--- config.mk ---
export PLATFORM = sky130hd
export DESIGN_NAME = adc_channel_trim_and_input_config_regs
export DESIGN_NICKNAME = d
export VERILOG_FILES = /design/src/rtl/adc_trim_pkg.sv /design/src/rtl/reg_access_if.sv /design/src/rtl/adc_channel_trim_and_input_config_regs.sv /design/src/rtl/trim_reg_store.sv /design/src/rtl/phase_delay_line.sv
export VERILOG_INCLUDE_DIRS = /design/src /design/src/rtl
export SDC_FILE = /design/constraint.sdc
export NUM_CORES = 1
export LEC_CHECK = 0
export ABC_AREA = 1
export BUFFER_PORTS_ARGS = -buffer_cell sky130_fd_sc_hd__buf_2
export CAP_MARGIN = 10
export CORE_MARGIN = 4
export CORE_UTILIZATION = 50
export DETAILED_ROUTE_END_ITERATION = 6
export GPL_ROUTABILITY_DRIVEN = 0
export HOLD_SLACK_MARGIN = 0.05
export PLACE_DENSITY = 0.78
export SLEW_MARGIN = 20
export SYNTH_ARGS = -nofsm -noshare
export SYNTH_HDL_FRONTEND = slang
export SYNTH_SLANG_ARGS = --single-unit
--- constraint.sdc ---
create_clock -name i_clock -period 13.68 [get_ports i_clock]
set_input_delay 1.368 -clock i_clock [delete_from_list [all_inputs] [get_ports i_clock]]
set_output_delay 1.368 -clock i_clock [all_outputs]
set_load 0.005 [all_outputs]
--- src/rtl/adc_trim_map.svh ---
`ifndef ADC_TRIM_MAP_SVH
`define ADC_TRIM_MAP_SVH
// page and register addresses
`define PAGE_ZERO            8'h00
`define ADDR_GAIN_TRIM       8'h44
`define ADDR_PHASE_TRIM      8'h45
`define ADDR_INPUT_SETUP     8'h46
`define ADDR_GAIN_SETTING    8'h47
// reset values
`define RST_GAIN_TRIM        8'h80
`define RST_PHASE_TRIM       8'h00
`define RST_INPUT_SETUP      8'h10
`define RST_GAIN_SETTING     8'h00
// writable bit masks, reserved bits read zero except gain setting bit 1, which is stored
`define MASK_GAIN_TRIM       8'hF0
`define MASK_PHASE_TRIM      8'hFF
`define MASK_INPUT_SETUP     8'hFF
`define MASK_GAIN_SETTING    8'hFE
// field positions
`define POS_TRIM_CODE        4
`define POS_INPUT_KIND       7
`define POS_SOURCE_CFG       5
`define POS_COUPLING         4
`define POS_SWING            3
`define POS_AMP_MODE         1
`define POS_AGC_EN           0
`define POS_GAIN_CODE        2
// field limits
`define GAIN_CODE_MAX        6'h2A
`define TRIM_ZERO_DB_CODE    4'h8
`define NUM_REGS             4
`endif

--- src/rtl/adc_trim_pkg.sv ---
package adc_trim_pkg;
  typedef enum logic [1:0] {
    SRC_DIFFERENTIAL = 2'h0,
    SRC_SINGLE_ENDED = 2'h1
  } source_cfg_t;
  typedef enum logic [1:0] {
    AMP_HIGH_SNR  = 2'h0,
    AMP_HIGH_CMRR = 2'h2
  } amp_mode_t;
  typedef logic [7:0] reg_byte_t;
endpackage : adc_trim_pkg

--- src/rtl/reg_access_if.sv ---
`timescale 1ns/1ps
interface reg_access_if;
  logic [1:0] index;
  logic       wr_en;
  logic [7:0] wr_data;
  logic [7:0] rd_data;
  modport master (output index, output wr_en, output wr_data, input rd_data);
  modport slave  (input index, input wr_en, input wr_data, output rd_data);
endinterface : reg_access_if

--- src/rtl/adc_channel_trim_and_input_config_regs.sv ---
`timescale 1ns/1ps
`include "adc_trim_map.svh"
// Summary of operation
// gain trim upper nibble, resets to 8
// trim code is 0.1 dB steps, -0.8 base
// phase trim N delays N modulator cycles
// phase trim resets zero, zero adds nothing
// bit 7 picks microphone or line input
// bits 6-5 pick differential or single-ended
// bit 4 coupling, resets to DC
// bit 3 picks low or high swing
// host retunes gain for high swing
// bits 2-1 pick high SNR or CMRR
// bit 0 enables AGC, off at reset
// host enables AGC only when AC-coupled
// gain trim at 0x44, reset 0x80
// phase trim at 0x45, reset zero
// input setup at 0x46, reset 0x10
// channel gain at 0x47, reset zero
// gain code bits 7-2, 0 to 42 dB
// reserved bits read zero, writes ignored; bit 1 at 0x47 is stored and reads back
module adc_channel_trim_and_input_config_regs (
  // clock and reset
  input  wire logic        i_clock,
  input  wire logic        i_reset,
  // control port access, page and address
  input  wire logic [7:0]  i_page,
  input  wire logic [7:0]  i_addr,
  input  wire logic        i_wr_en,
  input  wire logic [7:0]  i_wr_data,
  input  wire logic        i_rd_en,
  output logic [7:0]       o_rd_data,
  output logic             o_rd_valid,
  output logic             o_hit,
  // channel 2 modulator stream
  input  wire logic        i_mod_tick,
  input  wire logic        i_chan2_bit,
  output logic             o_chan2_bit_delayed,
  // channel 2 trim outputs
  output logic [3:0]       o_chan2_gain_trim_code,
  output logic signed [4:0] o_chan2_gain_trim_tenth_db,
  output logic [7:0]       o_chan2_phase_delay_code,
  // channel 3 input setup and gain outputs
  output logic             o_chan3_input_kind,
  output adc_trim_pkg::source_cfg_t o_chan3_source_config,
  output logic             o_chan3_coupling_select,
  output logic             o_chan3_swing_range,
  output adc_trim_pkg::amp_mode_t o_chan3_amp_perf_mode,
  output logic             o_chan3_auto_gain_enable,
  output logic [5:0]       o_chan3_gain_code,
  output logic             o_chan3_gain_db_valid
);
  //////////////////////////////////////////////////////////////////////////////
  // address decode, used for both read and write
  function automatic logic [2:0] decode(input logic [7:0] page, input logic [7:0] addr);
    logic [2:0] r;
    r = 3'h0;
    if (page == `PAGE_ZERO) begin
      case (addr)
        `ADDR_GAIN_TRIM:    r = 3'h4;
        `ADDR_PHASE_TRIM:   r = 3'h5;
        `ADDR_INPUT_SETUP:  r = 3'h6;
        `ADDR_GAIN_SETTING: r = 3'h7;
        default:            r = 3'h0;
      endcase
    end
    return r;
  endfunction : decode

  logic [2:0] dec;
  logic [7:0] regs [`NUM_REGS];
  reg_access_if acc ();

  assign dec         = decode(i_page, i_addr);
  assign o_hit       = dec[2];
  assign acc.index   = dec[1:0];
  assign acc.wr_en   = i_wr_en && dec[2];
  assign acc.wr_data = i_wr_data;

  trim_reg_store u_store (
    .i_clock (i_clock),
    .i_reset (i_reset),
    .acc     (acc),
    .o_regs  (regs)
  );

  //////////////////////////////////////////////////////////////////////////////
  // read answer one cycle after i_rd_en; unmapped reads give zero
  logic hit_q;
  always_ff @(posedge i_clock or posedge i_reset) begin
    if (i_reset) begin
      o_rd_valid <= 1'b0;
      hit_q      <= 1'b0;
    end else begin
      o_rd_valid <= i_rd_en;
      hit_q      <= i_rd_en && dec[2];
    end
  end
  assign o_rd_data = hit_q ? acc.rd_data : 8'h00;

  //////////////////////////////////////////////////////////////////////////////
  // field extraction
  logic [3:0] trim_code;
  assign trim_code = regs[0][`POS_TRIM_CODE +: 4];
  always_ff @(posedge i_clock or posedge i_reset) begin
    if (i_reset) begin
      o_chan2_gain_trim_code     <= `TRIM_ZERO_DB_CODE;
      o_chan2_gain_trim_tenth_db <= 5'sh00;
    end else begin
      o_chan2_gain_trim_code     <= trim_code;
      // code minus eight gives tenths of a dB
      o_chan2_gain_trim_tenth_db <= $signed({1'b0, trim_code}) - 5'sh08;
    end
  end

  always_ff @(posedge i_clock or posedge i_reset) begin
    if (i_reset) begin
      o_chan2_phase_delay_code <= 8'h00;
    end else begin
      o_chan2_phase_delay_code <= regs[1];
    end
  end

  phase_delay_line u_delay (
    .i_clock    (i_clock),
    .i_reset    (i_reset),
    .i_mod_tick (i_mod_tick),
    .i_bit      (i_chan2_bit),
    .i_delay    (regs[1]),
    .o_bit      (o_chan2_bit_delayed)
  );

  // outputs follow the register one cycle late; codes pass as stored
  always_ff @(posedge i_clock or posedge i_reset) begin
    if (i_reset) begin
      o_chan3_input_kind       <= 1'b0;
      o_chan3_source_config    <= adc_trim_pkg::SRC_DIFFERENTIAL;
      o_chan3_coupling_select  <= 1'b1;
      o_chan3_swing_range      <= 1'b0;
      o_chan3_amp_perf_mode    <= adc_trim_pkg::AMP_HIGH_SNR;
      o_chan3_auto_gain_enable <= 1'b0;
    end else begin
      o_chan3_input_kind       <= regs[2][`POS_INPUT_KIND];
      o_chan3_source_config    <= adc_trim_pkg::source_cfg_t'(regs[2][`POS_SOURCE_CFG +: 2]);
      o_chan3_coupling_select  <= regs[2][`POS_COUPLING];
      // high swing needs host gain retune, not enforced here
      o_chan3_swing_range      <= regs[2][`POS_SWING];
      o_chan3_amp_perf_mode    <= adc_trim_pkg::amp_mode_t'(regs[2][`POS_AMP_MODE +: 2]);
      // consumer applies auto_gain_config_reg; AC coupling is on the host
      o_chan3_auto_gain_enable <= regs[2][`POS_AGC_EN];
    end
  end

  always_ff @(posedge i_clock or posedge i_reset) begin
    if (i_reset) begin
      o_chan3_gain_code     <= 6'h00;
      o_chan3_gain_db_valid <= 1'b1;
    end else begin
      o_chan3_gain_code     <= regs[3][`POS_GAIN_CODE +: 6];
      // reserved codes 43..63 are stored but flagged
      o_chan3_gain_db_valid <= (regs[3][`POS_GAIN_CODE +: 6] <= `GAIN_CODE_MAX);
    end
  end

  //////////////////////////////////////////////////////////////////////////////
  // assertions
  a_trim_lownib_zero: assert property (@(posedge i_clock) disable iff (i_reset)
    regs[0][3:0] == 4'h0) else $error("gain trim low nibble not zero");

  a_trim_write_upper: assert property (@(posedge i_clock) disable iff (i_reset)
    i_wr_en && i_page == 8'h00 && i_addr == 8'h44 |=> regs[0] == ($past(i_wr_data) & 8'hF0))
    else $error("gain trim write not stored");

  a_trim_db_map: assert property (@(posedge i_clock) disable iff (i_reset)
    ##1 o_chan2_gain_trim_tenth_db == $signed({1'b0, $past(trim_code)}) - 5'sh08)
    else $error("trim dB mapping wrong");

  a_phase_write: assert property (@(posedge i_clock) disable iff (i_reset)
    i_wr_en && i_page == 8'h00 && i_addr == 8'h45 |=> ##1 o_chan2_phase_delay_code == $past(i_wr_data, 2))
    else $error("phase trim not applied");

  a_phase_zero_pass: assert property (@(posedge i_clock) disable iff (i_reset)
    regs[1] == 8'h00 |=> o_chan2_bit_delayed == $past(i_chan2_bit))
    else $error("zero phase trim delays");

  a_setup_write: assert property (@(posedge i_clock) disable iff (i_reset)
    i_wr_en && i_page == 8'h00 && i_addr == 8'h46 |=> ##1
    {o_chan3_input_kind, o_chan3_coupling_select, o_chan3_swing_range,
     o_chan3_auto_gain_enable} == {$past(i_wr_data[7], 2), $past(i_wr_data[4], 2),
     $past(i_wr_data[3], 2), $past(i_wr_data[0], 2)})
    else $error("input setup fields wrong");

  a_setup_codes: assert property (@(posedge i_clock) disable iff (i_reset)
    ##1 o_chan3_source_config == $past(regs[2][6:5]) &&
    o_chan3_amp_perf_mode == $past(regs[2][2:1]))
    else $error("source or amp mode wrong");

  a_gain_lowbits: assert property (@(posedge i_clock) disable iff (i_reset)
    regs[3][0] == 1'b0) else $error("gain reserved bit set");

  a_gain_valid: assert property (@(posedge i_clock) disable iff (i_reset)
    ##1 o_chan3_gain_db_valid == ($past(regs[3][7:2]) <= 6'h2A))
    else $error("gain code range flag wrong");

  a_unmapped_zero: assert property (@(posedge i_clock) disable iff (i_reset)
    i_rd_en && !o_hit |=> o_rd_valid && o_rd_data == 8'h00)
    else $error("unmapped read not zero");

  a_read_back: assert property (@(posedge i_clock) disable iff (i_reset)
    i_rd_en && i_page == 8'h00 && i_addr == 8'h46 && !i_wr_en |=>
    o_rd_data == $past(regs[2])) else $error("input setup readback wrong");
endmodule : adc_channel_trim_and_input_config_regs

--- src/rtl/trim_reg_store.sv ---
`timescale 1ns/1ps
`include "adc_trim_map.svh"
module trim_reg_store (
  // clock and reset
  input  wire logic   i_clock,
  input  wire logic   i_reset,
  // access
  reg_access_if.slave acc,
  // live contents
  output logic [7:0]  o_regs [`NUM_REGS]
);
  //////////////////////////////////////////////////////////////////////////////
  localparam logic [7:0] RST_V [`NUM_REGS] =
    '{`RST_GAIN_TRIM, `RST_PHASE_TRIM, `RST_INPUT_SETUP, `RST_GAIN_SETTING};
  localparam logic [7:0] MASK_V [`NUM_REGS] =
    '{`MASK_GAIN_TRIM, `MASK_PHASE_TRIM, `MASK_INPUT_SETUP, `MASK_GAIN_SETTING};
  logic [7:0] rd_q;
  genvar g;
  generate
    for (g = 0; g < `NUM_REGS; g++) begin : g_reg
      logic [7:0] val_q;
      always_ff @(posedge i_clock or posedge i_reset) begin
        if (i_reset) begin
          val_q <= RST_V[g];
        end else if (acc.wr_en && acc.index == 2'(g)) begin
          val_q <= acc.wr_data & MASK_V[g];
        end
      end
      assign o_regs[g] = val_q;
    end
  endgenerate
  // read data registered, one cycle after the index
  always_ff @(posedge i_clock or posedge i_reset) begin
    if (i_reset) begin
      rd_q <= 8'h00;
    end else begin
      rd_q <= o_regs[acc.index];
    end
  end
  assign acc.rd_data = rd_q;
endmodule : trim_reg_store

--- src/rtl/phase_delay_line.sv ---
`timescale 1ns/1ps
module phase_delay_line (
  // clock and reset
  input  wire logic        i_clock,
  input  wire logic        i_reset,
  // modulator stream
  input  wire logic        i_mod_tick,
  input  wire logic        i_bit,
  input  wire logic [7:0]  i_delay,
  output logic             o_bit
);
  //////////////////////////////////////////////////////////////////////////////
  // 256-deep shift line; tap N gives N modulator cycles of delay
  logic [255:0] line_q;
  always_ff @(posedge i_clock or posedge i_reset) begin
    if (i_reset) begin
      line_q <= '0;
    end else if (i_mod_tick) begin
      line_q <= {line_q[254:0], i_bit};
    end
  end
  // tap 0 is the live input, so zero adds no delay
  always_ff @(posedge i_clock or posedge i_reset) begin
    if (i_reset) begin
      o_bit <= 1'b0;
    end else begin
      o_bit <= (i_delay == 8'h00) ? i_bit : line_q[i_delay - 8'h01];
    end
  end
endmodule : phase_delay_line

==> results of run 1 <==
synth_stat cells (2+ instances only):
master,n
a21oi_1,65
a22oi_1,5
buf_1,11
buf_2,30
buf_4,5
clkbuf_1,67
dfrtp_1,317
dfstp_2,5
ha_1,2
inv_1,230
inv_2,2
mux2_2,2
nand2_1,451
nand3_1,193
nor2_1,64
nor2_2,2
nor4_1,4
o211ai_1,61
o21ai_0,222
o21ai_1,8
xor2_1,4
xor2_2,2
worst max path at each step:
stage,to,start,slack (ns),cells after the start
floorplan,hit_q,i_reset,3.41,1
global placement,u_delay.o_bit,u_store.g_reg[1].val_q[0],9.64,15
detailed placement,u_delay.o_bit,u_store.g_reg[1].val_q[0],9.54,15
CTS,u_delay.o_bit,u_store.g_reg[1].val_q[0],9.49,15
global route,u_delay.o_bit,u_store.g_reg[1].val_q[0],9.21,15
finish,u_delay.o_bit,u_store.g_reg[1].val_q[0],9.48,15
area by class of cell:
class | instances | share of cell area
Tap cell | 384 | 0.0296
Multi-Input combinational cell | 1093 | 0.315
Inverter | 232 | 0.0541
Clock inverter | 15 | 0.0139
Timing Repair Buffer | 84 | 0.0304
Sequential cell | 322 | 0.497
Clock buffer | 47 | 0.0603
power by group through the flow:
| stage | Clock [W] | Combinational, W | Sequential (W) |
|---|---|---|---|
| floorplan | 0 | 0.000190 | 0.00113 |
| global placement | 0 | 0.000230 | 0.00114 |
| detailed placement | 0 | 0.000240 | 0.00115 |
| CTS | 0.000998 | 0.000243 | 0.00113 |
| global route | 0.00104 | 0.000288 | 0.00114 |
| finish | 0.000979 | 0.000240 | 0.00113 |
sequential cells by signal, indices dropped and copies added, names as in the netlist:
register	count
o_chan3_amp_perf_mode	2
hit_q	1
o_chan3_gain_db_valid	1
o_chan3_input_kind	1
u_delay.o_bit	1
o_chan3_gain_code	6
o_chan2_gain_trim_tenth_db	4
o_chan3_source_config	2
u_delay.line_q	256
u_store.g.val_q	27
o_chan3_swing_range	1
o_chan2_gain_trim_code	1
u_store.acc.rd_data	8
o_chan3_auto_gain_enable	1
o_chan2_phase_delay_code	8
o_chan3_coupling_select	1
o_rd_valid	1
stage by stage:
stage               hold WS [ns]  utilization  setup WS, ns
finish                     0.384        0.566          9.48
global route               0.394        0.566          9.21
CTS                        0.386        0.565          9.49
detailed placement         0.374        0.523          9.54
global placement           0.371        0.523          9.64
floorplan                  0.349            -          3.41
worst max-delay path, cell delays in order (launching register included):
cell      delay [ns]
dfrtp_4         1.11
inv_2           0.07
ha_2            0.34
buf_4           0.64
inv_2           0.44
buf_4           0.42
o211ai_1        0.17
nand3_1         0.11
nand3_1         0.12
nand3_1         0.08
nand3_1         0.13
nand3_1         0.11
nand3_1         0.10
nand2_1         0.06
nand2_1         0.06
nand2_1         0.05
cell usage in the layout (no fill, tap or decap), types with 4 or more instances in the layout:
cell type and n:
dfrtp_1 316, nor4_1 4, inv_1 228, a21oi_1 65, nor2_1 64, nand2_1 451, clkbuf_8 8, dfstp_2 5
clkinv_2 5, buf_2 71, o21ai_1 8, clkbuf_16 34, buf_4 10, o21ai_0 222, nand3_1 193, bufinv_16 5
a22oi_1 5, clkbuf_1 5, o211ai_1 61
cell families (layout without fill, tap and decap cells):
family                     after synthesis  after routing  share of synthesized area
and+or+nand+nor                        720            720                      0.206
muxes                                    2              2                    0.00155
adders and majority gates                2              2                    0.00172
xor gates and xnor gates                 7              7                    0.00526
buffers and inverters                  346            378                     0.0938
AOI/OAI and AO/OA                      362            362                      0.136
DFF                                    322            322                      0.555
layer usage:
layer  vias to the layer above  global-route usage  wire length (um)
met2                       333               0.327             15000
li1                       5663                   -                 -
met1                      5515               0.286             14100
met3                        59              0.0382              1880
met5                         -                   0                 0
met4                         0              0.0572               647
==> qor.yml, run 1 <==
global_route:
  antenna_found_initial: 0
  grt_pass1_wl_um: 54200
  grt_max_degree: 323
  first_global_vias: 11300
  grt_overflow_total: 0
  globalRouteTotalUtil: 0.204
drt:
  totalWireLength_um: 31700
  post_drt_wl_per_cell_um: 14.6
  ant_nets: 0
  dr.pass1.iters: 5
  drc: 0
  viasPerCell: 5.31
  drt_iter0_markers: 1207
  vias: 11600
finish:
  multi_input_area_sq_um: 5110
  drive_above_1_share: 0.0915
  antenna_cells: 0
  final_nets: 1799
  nFillCells: 2496
  fin_cells: 2177
  syn_to_final_growth_pct: 11.8
  final_cell_area_sq_um: 16200
  register_area_sq_um: 8070
timing:
  min_period_over_period: 0.307
  clock_skew_ns: 0.0136
  fmax_mhz: 238
  tns_ns: 0
  fin_crit_ns: 4.20
  rsz0062_at_grt: "false"
  relSlewSlack: 0.304
  hold_viol: 0
  slew_violations: 0
  setup_viol: 0
  worst_slew_pin_slew_ns: 1.04
synth:
  synthFlopType: "dfrtp_1"
  synth_edf_count: 0
  ys_warn_count: 0
  syn_area_sq_um: 14500
  synth.area.top_cells: "dfrtp_1 55%, nand2_1 12%, o21ai_0 7.7%"
  syn_nets: 1793
  synth.distinct_cells: 31
  synthCells: 1761
  yosysSeqAreaShare: 0.555
  ys_ff_latch: 322
  netlist.area_leader.share: 0.546
  synthArstFlopShare: 1.00
  yosys.area.top_type: "dfrtp_1"
  syn_area_per_cell_sq_um: 8.24
worst_hold_path:
  hold_path_class: "flip-flop to flip-flop"
  min_from: "u_store.g_reg[2].val_q[4]"
  worstHoldEndpoint: "o_chan3_coupling_select"
  min_path_cells: 0
floorplanning:
  initial_utilization: 0.506
  rows: 62
  io_pins: 73
  core_sq_um: 28700
  die_height_um: 178
  die_w_um: 178
  dieArea_sq_um: 31800
pwr:
  vdd_drop_max_uv: 88.4
  p_int_w: 0.00175
  powerDensity_nw_per_um2: 145
  power_frac_clock: 0.416
  p_total_w: 0.00235
  p_seq_frac: 0.481
  combPwrFrac: 0.102
  swShare: 0.255
  power.switching_w: 0.000600
  p_leak_nw: 7.79
clock_network:
  clk_latency_ns: 0.52
  postCtsSetupBuffers: 0
  clkSlewWorstSetupHoldPaths_ns: 0.06
  clock_path_buffers: 3
  cts_max_level: 2
  cts_tree: "built"
  ctsResizeCount: 0
  cts_root_buf: "clkbuf_16"
  holdBufCountCts: 0
  numCtsBuffers: 34
  cts.sink_count: 322
worst_setup_path:
  endpoint_kind: "flip-flop"
  r2r_start: "u_store.g_reg[1].val_q[0]"
  required_ns: 14.09
  r2r_cells: 15
  r2r-end: "u_delay.o_bit"
  critPathLaunchType: "flip-flop"
  crit_arrival_ns: 4.60
  path_class: "flip-flop to flip-flop"
  rrSetupSlack_ns: 9.48
  cp_max_fo: 105
place:
  post_dp_cell_area_sq_um: 15000
  dp_cells: 2114
  numPortBuffers: 72
  hpwl_um: 18600
run_status:
  status: "completed"
flow_run:
  maxCapViolations: 0
No activity file was read; power rests on OpenSTA's default activity.
==> run 2: changes to the inputs <==
ABC_AREA = 0   (was 1)
clock period = 4.1 ns   (was 13.68 ns; I/O delays follow)
==> run 2 against run 1 <==
- synthesized cell count decreased by 50%
- final cell count decreased by 38%
- non-clock buffer count grew 6
- largest cell class unchanged
- sequential share of layout area is 0.33 points higher
- critical path type unchanged
- critical endpoint unchanged
- fmax up 29%
==> qor.yml, run 2 <==
run_status:
  status: "completed"
pwr:
  power.switching_w: 0.00151  # +150%
  p_seq_frac: 0.483  # +0.002
  powerDensity_nw_per_um2: 437  # +200%
  p_total_w: 0.00705  # +200%
  combPwrFrac: 0.057  # -0.045
  p_int_w: 0.00554  # +220%
  vdd_drop_max_uv: 293  # +230%
  p_leak_nw: 7.76  # -0.46%
  power_frac_clock: 0.460  # +0.044
  swShare: 0.214  # -0.0413
synth:
  synthFlopType: "dfrtp_1"
  syn_area_per_cell_sq_um: 16.0  # +94%
  yosys.area.top_type: "dfrtp_1"
  yosysSeqAreaShare: 0.570  # +0.0144
  synth.most_common_cell: "dfrtp_1"
  netlist.area_leader.share: 0.561  # +0.0142
  synth_simple_gate_area_frac: 0.0285  # -0.177
  synth_mux_area_frac: 0.352  # +0.350
  synth-compound-area-share: 0.0228  # -0.114
  ys_warn_count: 0  # unchanged
  synthCells: 883  # -50%
  synth_edf_count: 0  # unchanged
  synth_top_family_by_area: "multiplexers"
  syn_area_sq_um: 14200  # -2.5%
  synth-adder-area-share: 0.00177  # +0.0000446
  synthArstFlopShare: 1.00  # unchanged
  synth-xor-area-share: 0.00248  # -0.00278
  synth.distinct_cells: 53  # +71%
  ys_ff_latch: 322  # unchanged
  synth.area.top_cells: "dfrtp_1 56%, mux2_2 23%, mux4_2 11%"
  synth_common_cells: "317 x dfrtp_1, 288 x mux2_2, 72 x mux4_2"
  syn_nets: 915  # -49%
timing:
  relSlewSlack: 0.377  # +0.0729
  fin_crit_ns: 3.25  # -0.951 ns
  whs_ns: 0.166  # -0.218 ns
  clock_skew_ns: 0.0132  # -0.000458 ns
  rsz0062_at_grt: "false"
  worst_slew_pin_slew_ns: 0.921  # -0.122 ns
  timing.final.ws_setup_ns: 0.853  # -8.63 ns
  setup_viol: 0  # unchanged
  tns_ns: 0  # unchanged
  slew_violations: 0  # unchanged
  min_period_over_period: 0.792  # +0.485
  fmax_mhz: 308  # +29%
  hold_viol: 0  # unchanged
clock_network:
  postCtsSetupBuffers: 0  # unchanged
  cts_root_buf: "clkbuf_16"
  cts_max_level: 2  # unchanged
  cts_tree: "built"
  clk_latency_ns: 0.50  # -0.02 ns
  clock_path_buffers: 3  # unchanged
  clkSlewWorstSetupHoldPaths_ns: 0.06  # about the same
  numCtsBuffers: 35  # +2.9%
  cts.sink_count: 322  # unchanged
flow_run:
  maxCapViolations: 0  # unchanged
worst_hold_path:
  min_from: "i_wr_data[1]"
  hold_path_class: "input port to flip-flop"
  min_path_cells: 3  # +3
worst_setup_path:
  critical-path-max-stage-delay_ns: 0.73  # -0.38 ns
  path_class: "flip-flop to flip-flop"
  rrSetupSlack_ns: 0.85  # -8.63 ns
  r2r_cells: 7  # -8
  critPathLaunchType: "flip-flop"
  cp_num_buf_inv: 1  # -3
  crit_arrival_ns: 3.61  # -0.99 ns
  path_delay_family: "simple AND/OR/NAND/NOR gates"
  required_ns: 4.47  # -9.62 ns
  cpMostUsedCell: "mux4_2"
  crit_start: "u_store.g_reg[1].val_q[0]"
  cp_slowest_cell: "or4_1"
  path_cells: "buf_4, or4_1, nand2_1, mux4_2, mux4_2, a21oi_1, o22ai_1"
  r2r-end: "u_delay.o_bit"
  r2r_start: "u_store.g_reg[1].val_q[0]"
  crit_end: "u_delay.o_bit"
  cp_max_fo: 28  # -73%
  endpoint_kind: "flip-flop"
  cp_num_cells: 7  # -8
drt:
  totalWireLength_um: 25500  # -19%
  viasPerCell: 5.72  # +7.6%
  post_drt_wl_per_cell_um: 18.9  # +30%
  drc: 0  # unchanged
  drt_iter0_markers: 530  # -56%
  vias: 7737  # -33%
  ant_nets: 0  # unchanged
  dr.pass1.iters: 5  # unchanged
finish:
  antenna_cells: 0  # unchanged
  layout_common_cells: "316 x dfrtp_1, 288 x mux2_2, 72 x mux4_2"
  reg.largest.list: "u_delay.line_q: 256 flops, u_store.g.val_q: 27 flops"
  max_flop_register: "u_delay.line_q"
  drive_above_1_share: 0.534  # +0.443
  syn_to_final_growth_pct: 14.0
  final_common_cell: "dfrtp_1"
  largest_register_ffs: 256  # unchanged
  final_nets: 982  # -45%
floorplanning:
  die_w_um: 176  # -1.2%
  initial_utilization: 0.508  # +0.00218
  core_sq_um: 27900  # -2.9%
  dieArea_sq_um: 31100  # -2.4%
  io_pins: 73  # unchanged
  rows: 61  # -1.6%
  die_height_um: 176  # -1.2%
place:
  numPortBuffers: 72  # unchanged
  dp_slack_ns: 0.859  # -8.68 ns
  hpwl_um: 16300  # -12%
global_route:
  grt_overflow_total: 0  # unchanged
  grt_max_degree: 134  # -59%
  antenna_found_initial: 0  # unchanged
  globalRouteTotalUtil: 0.168  # -0.0359
  grt_pass1_wl_um: 42500  # -22%
  first_global_vias: 7963  # -30%
-- run 2: cell types whose count changed in the layout (fill, tap and decap cells not counted), moves of 72 or more --
| cell | previous run | this run |
|---|---|---|
| nand2_1 | 451 | 12 |
| mux2_2 | 2 | 288 |
| inv_1 | 228 | 5 |
| o21ai_0 | 222 | 8 |
| nand3_1 | 193 | 4 |
| mux4_2 | 0 | 72 |
-- run 2: per-stage QoR --
stage / cell area [sq um] / cells / utilization
CTS: 16100 / 1353 / 0.579
global route: 16100 / 1353 / 0.579
global placement: 14900 / 1289 / 0.535
finish: 16100 / 1353 / 0.579
detailed placement: 14900 / 1289 / 0.535
floorplan: 14200 / 883 / -
-- run 2: worst min-delay path by stage --
stage	end
after floorplan	o_chan2_phase_delay_code[2]
final	u_store.g_reg[1].val_q[1]
after detailed placement	o_chan3_coupling_select
after global routing	u_store.g_reg[2].val_q[0]
after CTS	u_store.g_reg[1].val_q[1]
after global placement	o_chan2_gain_trim_code[3]
-- run 2: kinds of logic after synthesis --
group           Yosys count
mux                     370
flops                   322
simple gates             71
buf+inv                  67
compound gates           47
xor+xnor                  4
fa+ha+maj                 2
-- run 2: final cells by class --
class | instances | area, sq um
clock buffers | 48 | 1040
clock inverters | 14 | 175
fillers | 2101 | 11700
inverters | 7 | 30.0
multi-input cells | 494 | 5790
flip-flops and latches | 322 | 8070
well taps | 378 | 473
repair buffers | 90 | 561
-- run 2: timing repair --
action                     4_1_cts  5_1_grt
resized for setup                0        0
setup endpoints to repair        0        0
hold endpoints to repair        23        0
hold buffers                     2        0
-- run 2: worst register-to-register path, stage by stage, from the launching register on --
cell,delay (ns)
dfrtp_4,0.48
buf_4,0.29
or4_1,0.74
nand2_1,0.45
mux4_2,0.39
mux4_2,0.49
a21oi_1,0.19
o22ai_1,0.09
-- run 2: power by group through the flow --
stage	clock network, W	registers [W]	logic, W
3_5_place_dp	0	0.00346	0.000404
5_1_grt	0.00346	0.00342	0.000439
4_1_cts	0.00332	0.00340	0.000408
3_3_place_gp	0	0.00345	0.000397
2_1_floorplan	0	0.00342	0.000312
6_report	0.00324	0.00341	0.000400
-- run 2: metal layers --
layer  share of wire  wire length, um  GRT usage  vias up
li1                -                -          -     3445
met1            0.45            11400      0.238     4059
met2            0.48            12300      0.270      196
met3           0.051             1290     0.0308       37
met4           0.019              493     0.0481        0
met5               0                0          0        -
==> run 3: changes to the inputs <==
PLACE_DENSITY = 0.81   (was 0.78)
clock period = 2.6 ns   (was 4.1 ns; I/O delays follow)
==> run 3 against run 2 <==
- the run now ends with setup timing left
- combinational power grew 65%
- design area increased by 2.4%
- fmax rose by 19%
==> qor.yml, run 3 (synthesized netlist as in run 2, its figures left out) <==
worst_setup_path:
  critPathLaunchType: "flip-flop"
  path_class: "flip-flop to flip-flop"
  required_ns: 3.03  # -1.44 ns
  cp_max_fo: 4  # -86%
  crit_arrival_ns: 3.17  # -0.44 ns
  endpoint_kind: "flip-flop"
  r2r_cells: 9  # +2
drt:
  ant_nets: 0  # unchanged
  viasPerCell: 5.65  # -1.2%
  post_drt_wl_per_cell_um: 18.8  # -0.23%
  drc: 0  # unchanged
  vias: 7902  # +2.1%
  drt_iter0_markers: 581  # +9.6%
  dr.pass1.iters: 5  # unchanged
  totalWireLength_um: 26300  # +3.2%
finish:
  fin_cells: 1399  # +3.4%
  post-route-util: 0.593  # +0.0140
  syn_to_final_growth_pct: 16.7
  nFillCells: 2085  # -0.76%
  antenna_cells: 0  # unchanged
  layout_common_cells: "316 x dfrtp_1, 288 x mux2_2, 73 x mux4_2"
  reg.largest.list: "u_delay.line_q: 256 flops, u_store.g.val_q: 27 flops"
  max_flop_register: "u_delay.line_q"
  drive_above_1_share: 0.548  # +0.0131
  final_nets: 1028  # +4.7%
  final_common_cell: "dfrtp_1"
  largest_register_ffs: 256  # unchanged
timing:
  clock_skew_ns: 0.0151  # +0.00193 ns
  fin_crit_ns: 2.73  # -0.515 ns
  worst_slew_pin_slew_ns: 0.598  # -0.323 ns
  setup_viol: 1  # +1
  slew_violations: 0  # unchanged
  fmax_mhz: 366  # +19%
  relSlewSlack: 0.601  # +0.223
  timing.final.ws_setup_ns: -0.132  # -0.985 ns
  rsz0062_at_grt: "true"
  hold_viol: 0  # unchanged
  min_period_over_period: 1.05  # +0.259
floorplanning:
  die_height_um: 176  # unchanged
  rows: 61  # unchanged
  die_w_um: 176  # unchanged
  initial_utilization: 0.508  # unchanged
  core_sq_um: 27900  # unchanged
  dieArea_sq_um: 31100  # unchanged
  io_pins: 73  # unchanged
clock_network:
  cts_max_level: 1  # -1
  numCtsBuffers: 31  # -11%
  cts_root_buf: "clkbuf_16"
  cts.sink_count: 322  # unchanged
  clock_path_buffers: 3  # unchanged
  clkSlewWorstSetupHoldPaths_ns: 0.07  # about the same
  cts_tree: "built"
  clk_latency_ns: 0.56  # +0.06 ns
global_route:
  grt_overflow_total: 0  # unchanged
  antenna_found_initial: 0  # unchanged
  globalRouteTotalUtil: 0.173  # +0.00481
  first_global_vias: 8276  # +3.9%
  grt_pass1_wl_um: 44000  # +3.6%
  grt_max_degree: 68  # -49%
flow_run:
  maxCapViolations: 0  # unchanged
place:
  dp_cells: 1328  # +3.0%
  hpwl_um: 17100  # +5.4%
  numPortBuffers: 72  # unchanged
worst_hold_path:
  min_path_cells: 3  # unchanged
  hold_path_class: "input port to flip-flop"
pwr:
  vdd_drop_max_uv: 505  # +72%
  p_leak_nw: 7.94  # +2.3%
  powerDensity_nw_per_um2: 627  # +43%
run_status:
  violations: "setup timing"
  status: "finished with violations"
==> run 3: changes by cell type in the layout (fill, tap and decap cells not counted), moves of 5 or more <==
cell	change
buf_12	+9
buf_4	+30
clkbuf_1	+10
clkbuf_16	-6
clkinv_2	-5
dlygate4sd3_1	+9
==> run 3: worst max-delay path, cell delays in order (launching register included) <==
cell,delay [ns]
dfrtp_4,0.52
clkinv_8,0.06
ha_4,0.17
nor3b_4,0.27
xor2_4,0.21
buf_12,0.14
mux4_2,0.48
mux4_2,0.50
a21oi_2,0.17
o22ai_1,0.08
==> run 3: per-layer routing <==
layer / track usage / up-vias / share of wire
met2: 0.280 / 225 / 0.48
met5: 0 / - / 0
li1: - / 3526 / -
met3: 0.0281 / 45 / 0.056
met1: 0.247 / 4106 / 0.44
met4: 0.0461 / 0 / 0.020
==> run 3: cell type report <==
type / count / area (sq um) / area share
Clock buffer: 53 / 938 / 0.0568
Clock inverter: 5 / 53.8 / 0.00326
Inverter: 7 / 42.5 / 0.00258
Multi-Input combinational cell: 494 / 5870 / 0.355
Sequential cell: 322 / 8070 / 0.488
Tap cell: 378 / 473 / 0.0286
Timing Repair Buffer: 140 / 1080 / 0.0653
==> run 3: per-stage QoR <==
step	instance area (sq um)	hold WS [ns]	setup TNS, ns	setup slack, ns	total power [W]
floorplan	14300	0.291	-622.46	-1.95	0.00589
global placement	15300	0.366	-0.192	-0.192	0.00608
detailed placement	15300	0.364	-0.218	-0.218	0.00610
CTS	16500	0.0805	-0.128	-0.128	0.0105
global route	16500	0.0788	-0.218	-0.218	0.0108
finish	16500	0.111	-0.132	-0.132	0.0104
==> run 3: path summary, 6_finish.rpt <==
path                                      startpoint                      end  slack (ns)
min reg2reg                u_store.g_reg[2].val_q[4]  o_chan3_coupling_select        0.37
max reg2reg                u_store.g_reg[1].val_q[0]            u_delay.o_bit       -0.13
max in group asynchronous                    i_reset      u_delay.line_q[135]        1.53
min                                        i_addr[1]   u_store.acc.rd_data[0]        0.11
max                        u_store.g_reg[1].val_q[0]            u_delay.o_bit       -0.13
min in group asynchronous                    i_reset       u_delay.line_q[76]        0.33
==> run 3: power breakdown <==
group          switching, W  internal [W]  total [W]
Combinational      0.000294      0.000366   0.000659
Clock               0.00181       0.00253    0.00434
Sequential         0.000145       0.00521    0.00536
Total               0.00225       0.00811     0.0104
==> run 3: repair_timing <==
action	4_1_cts	5_1_grt
endpoints found under the hold margin	44	0
buffers inserted	1	1
endpoints found under the setup margin	1	1
gates cloned	0	0
resized for setup	11	2
hold buffers	11	0
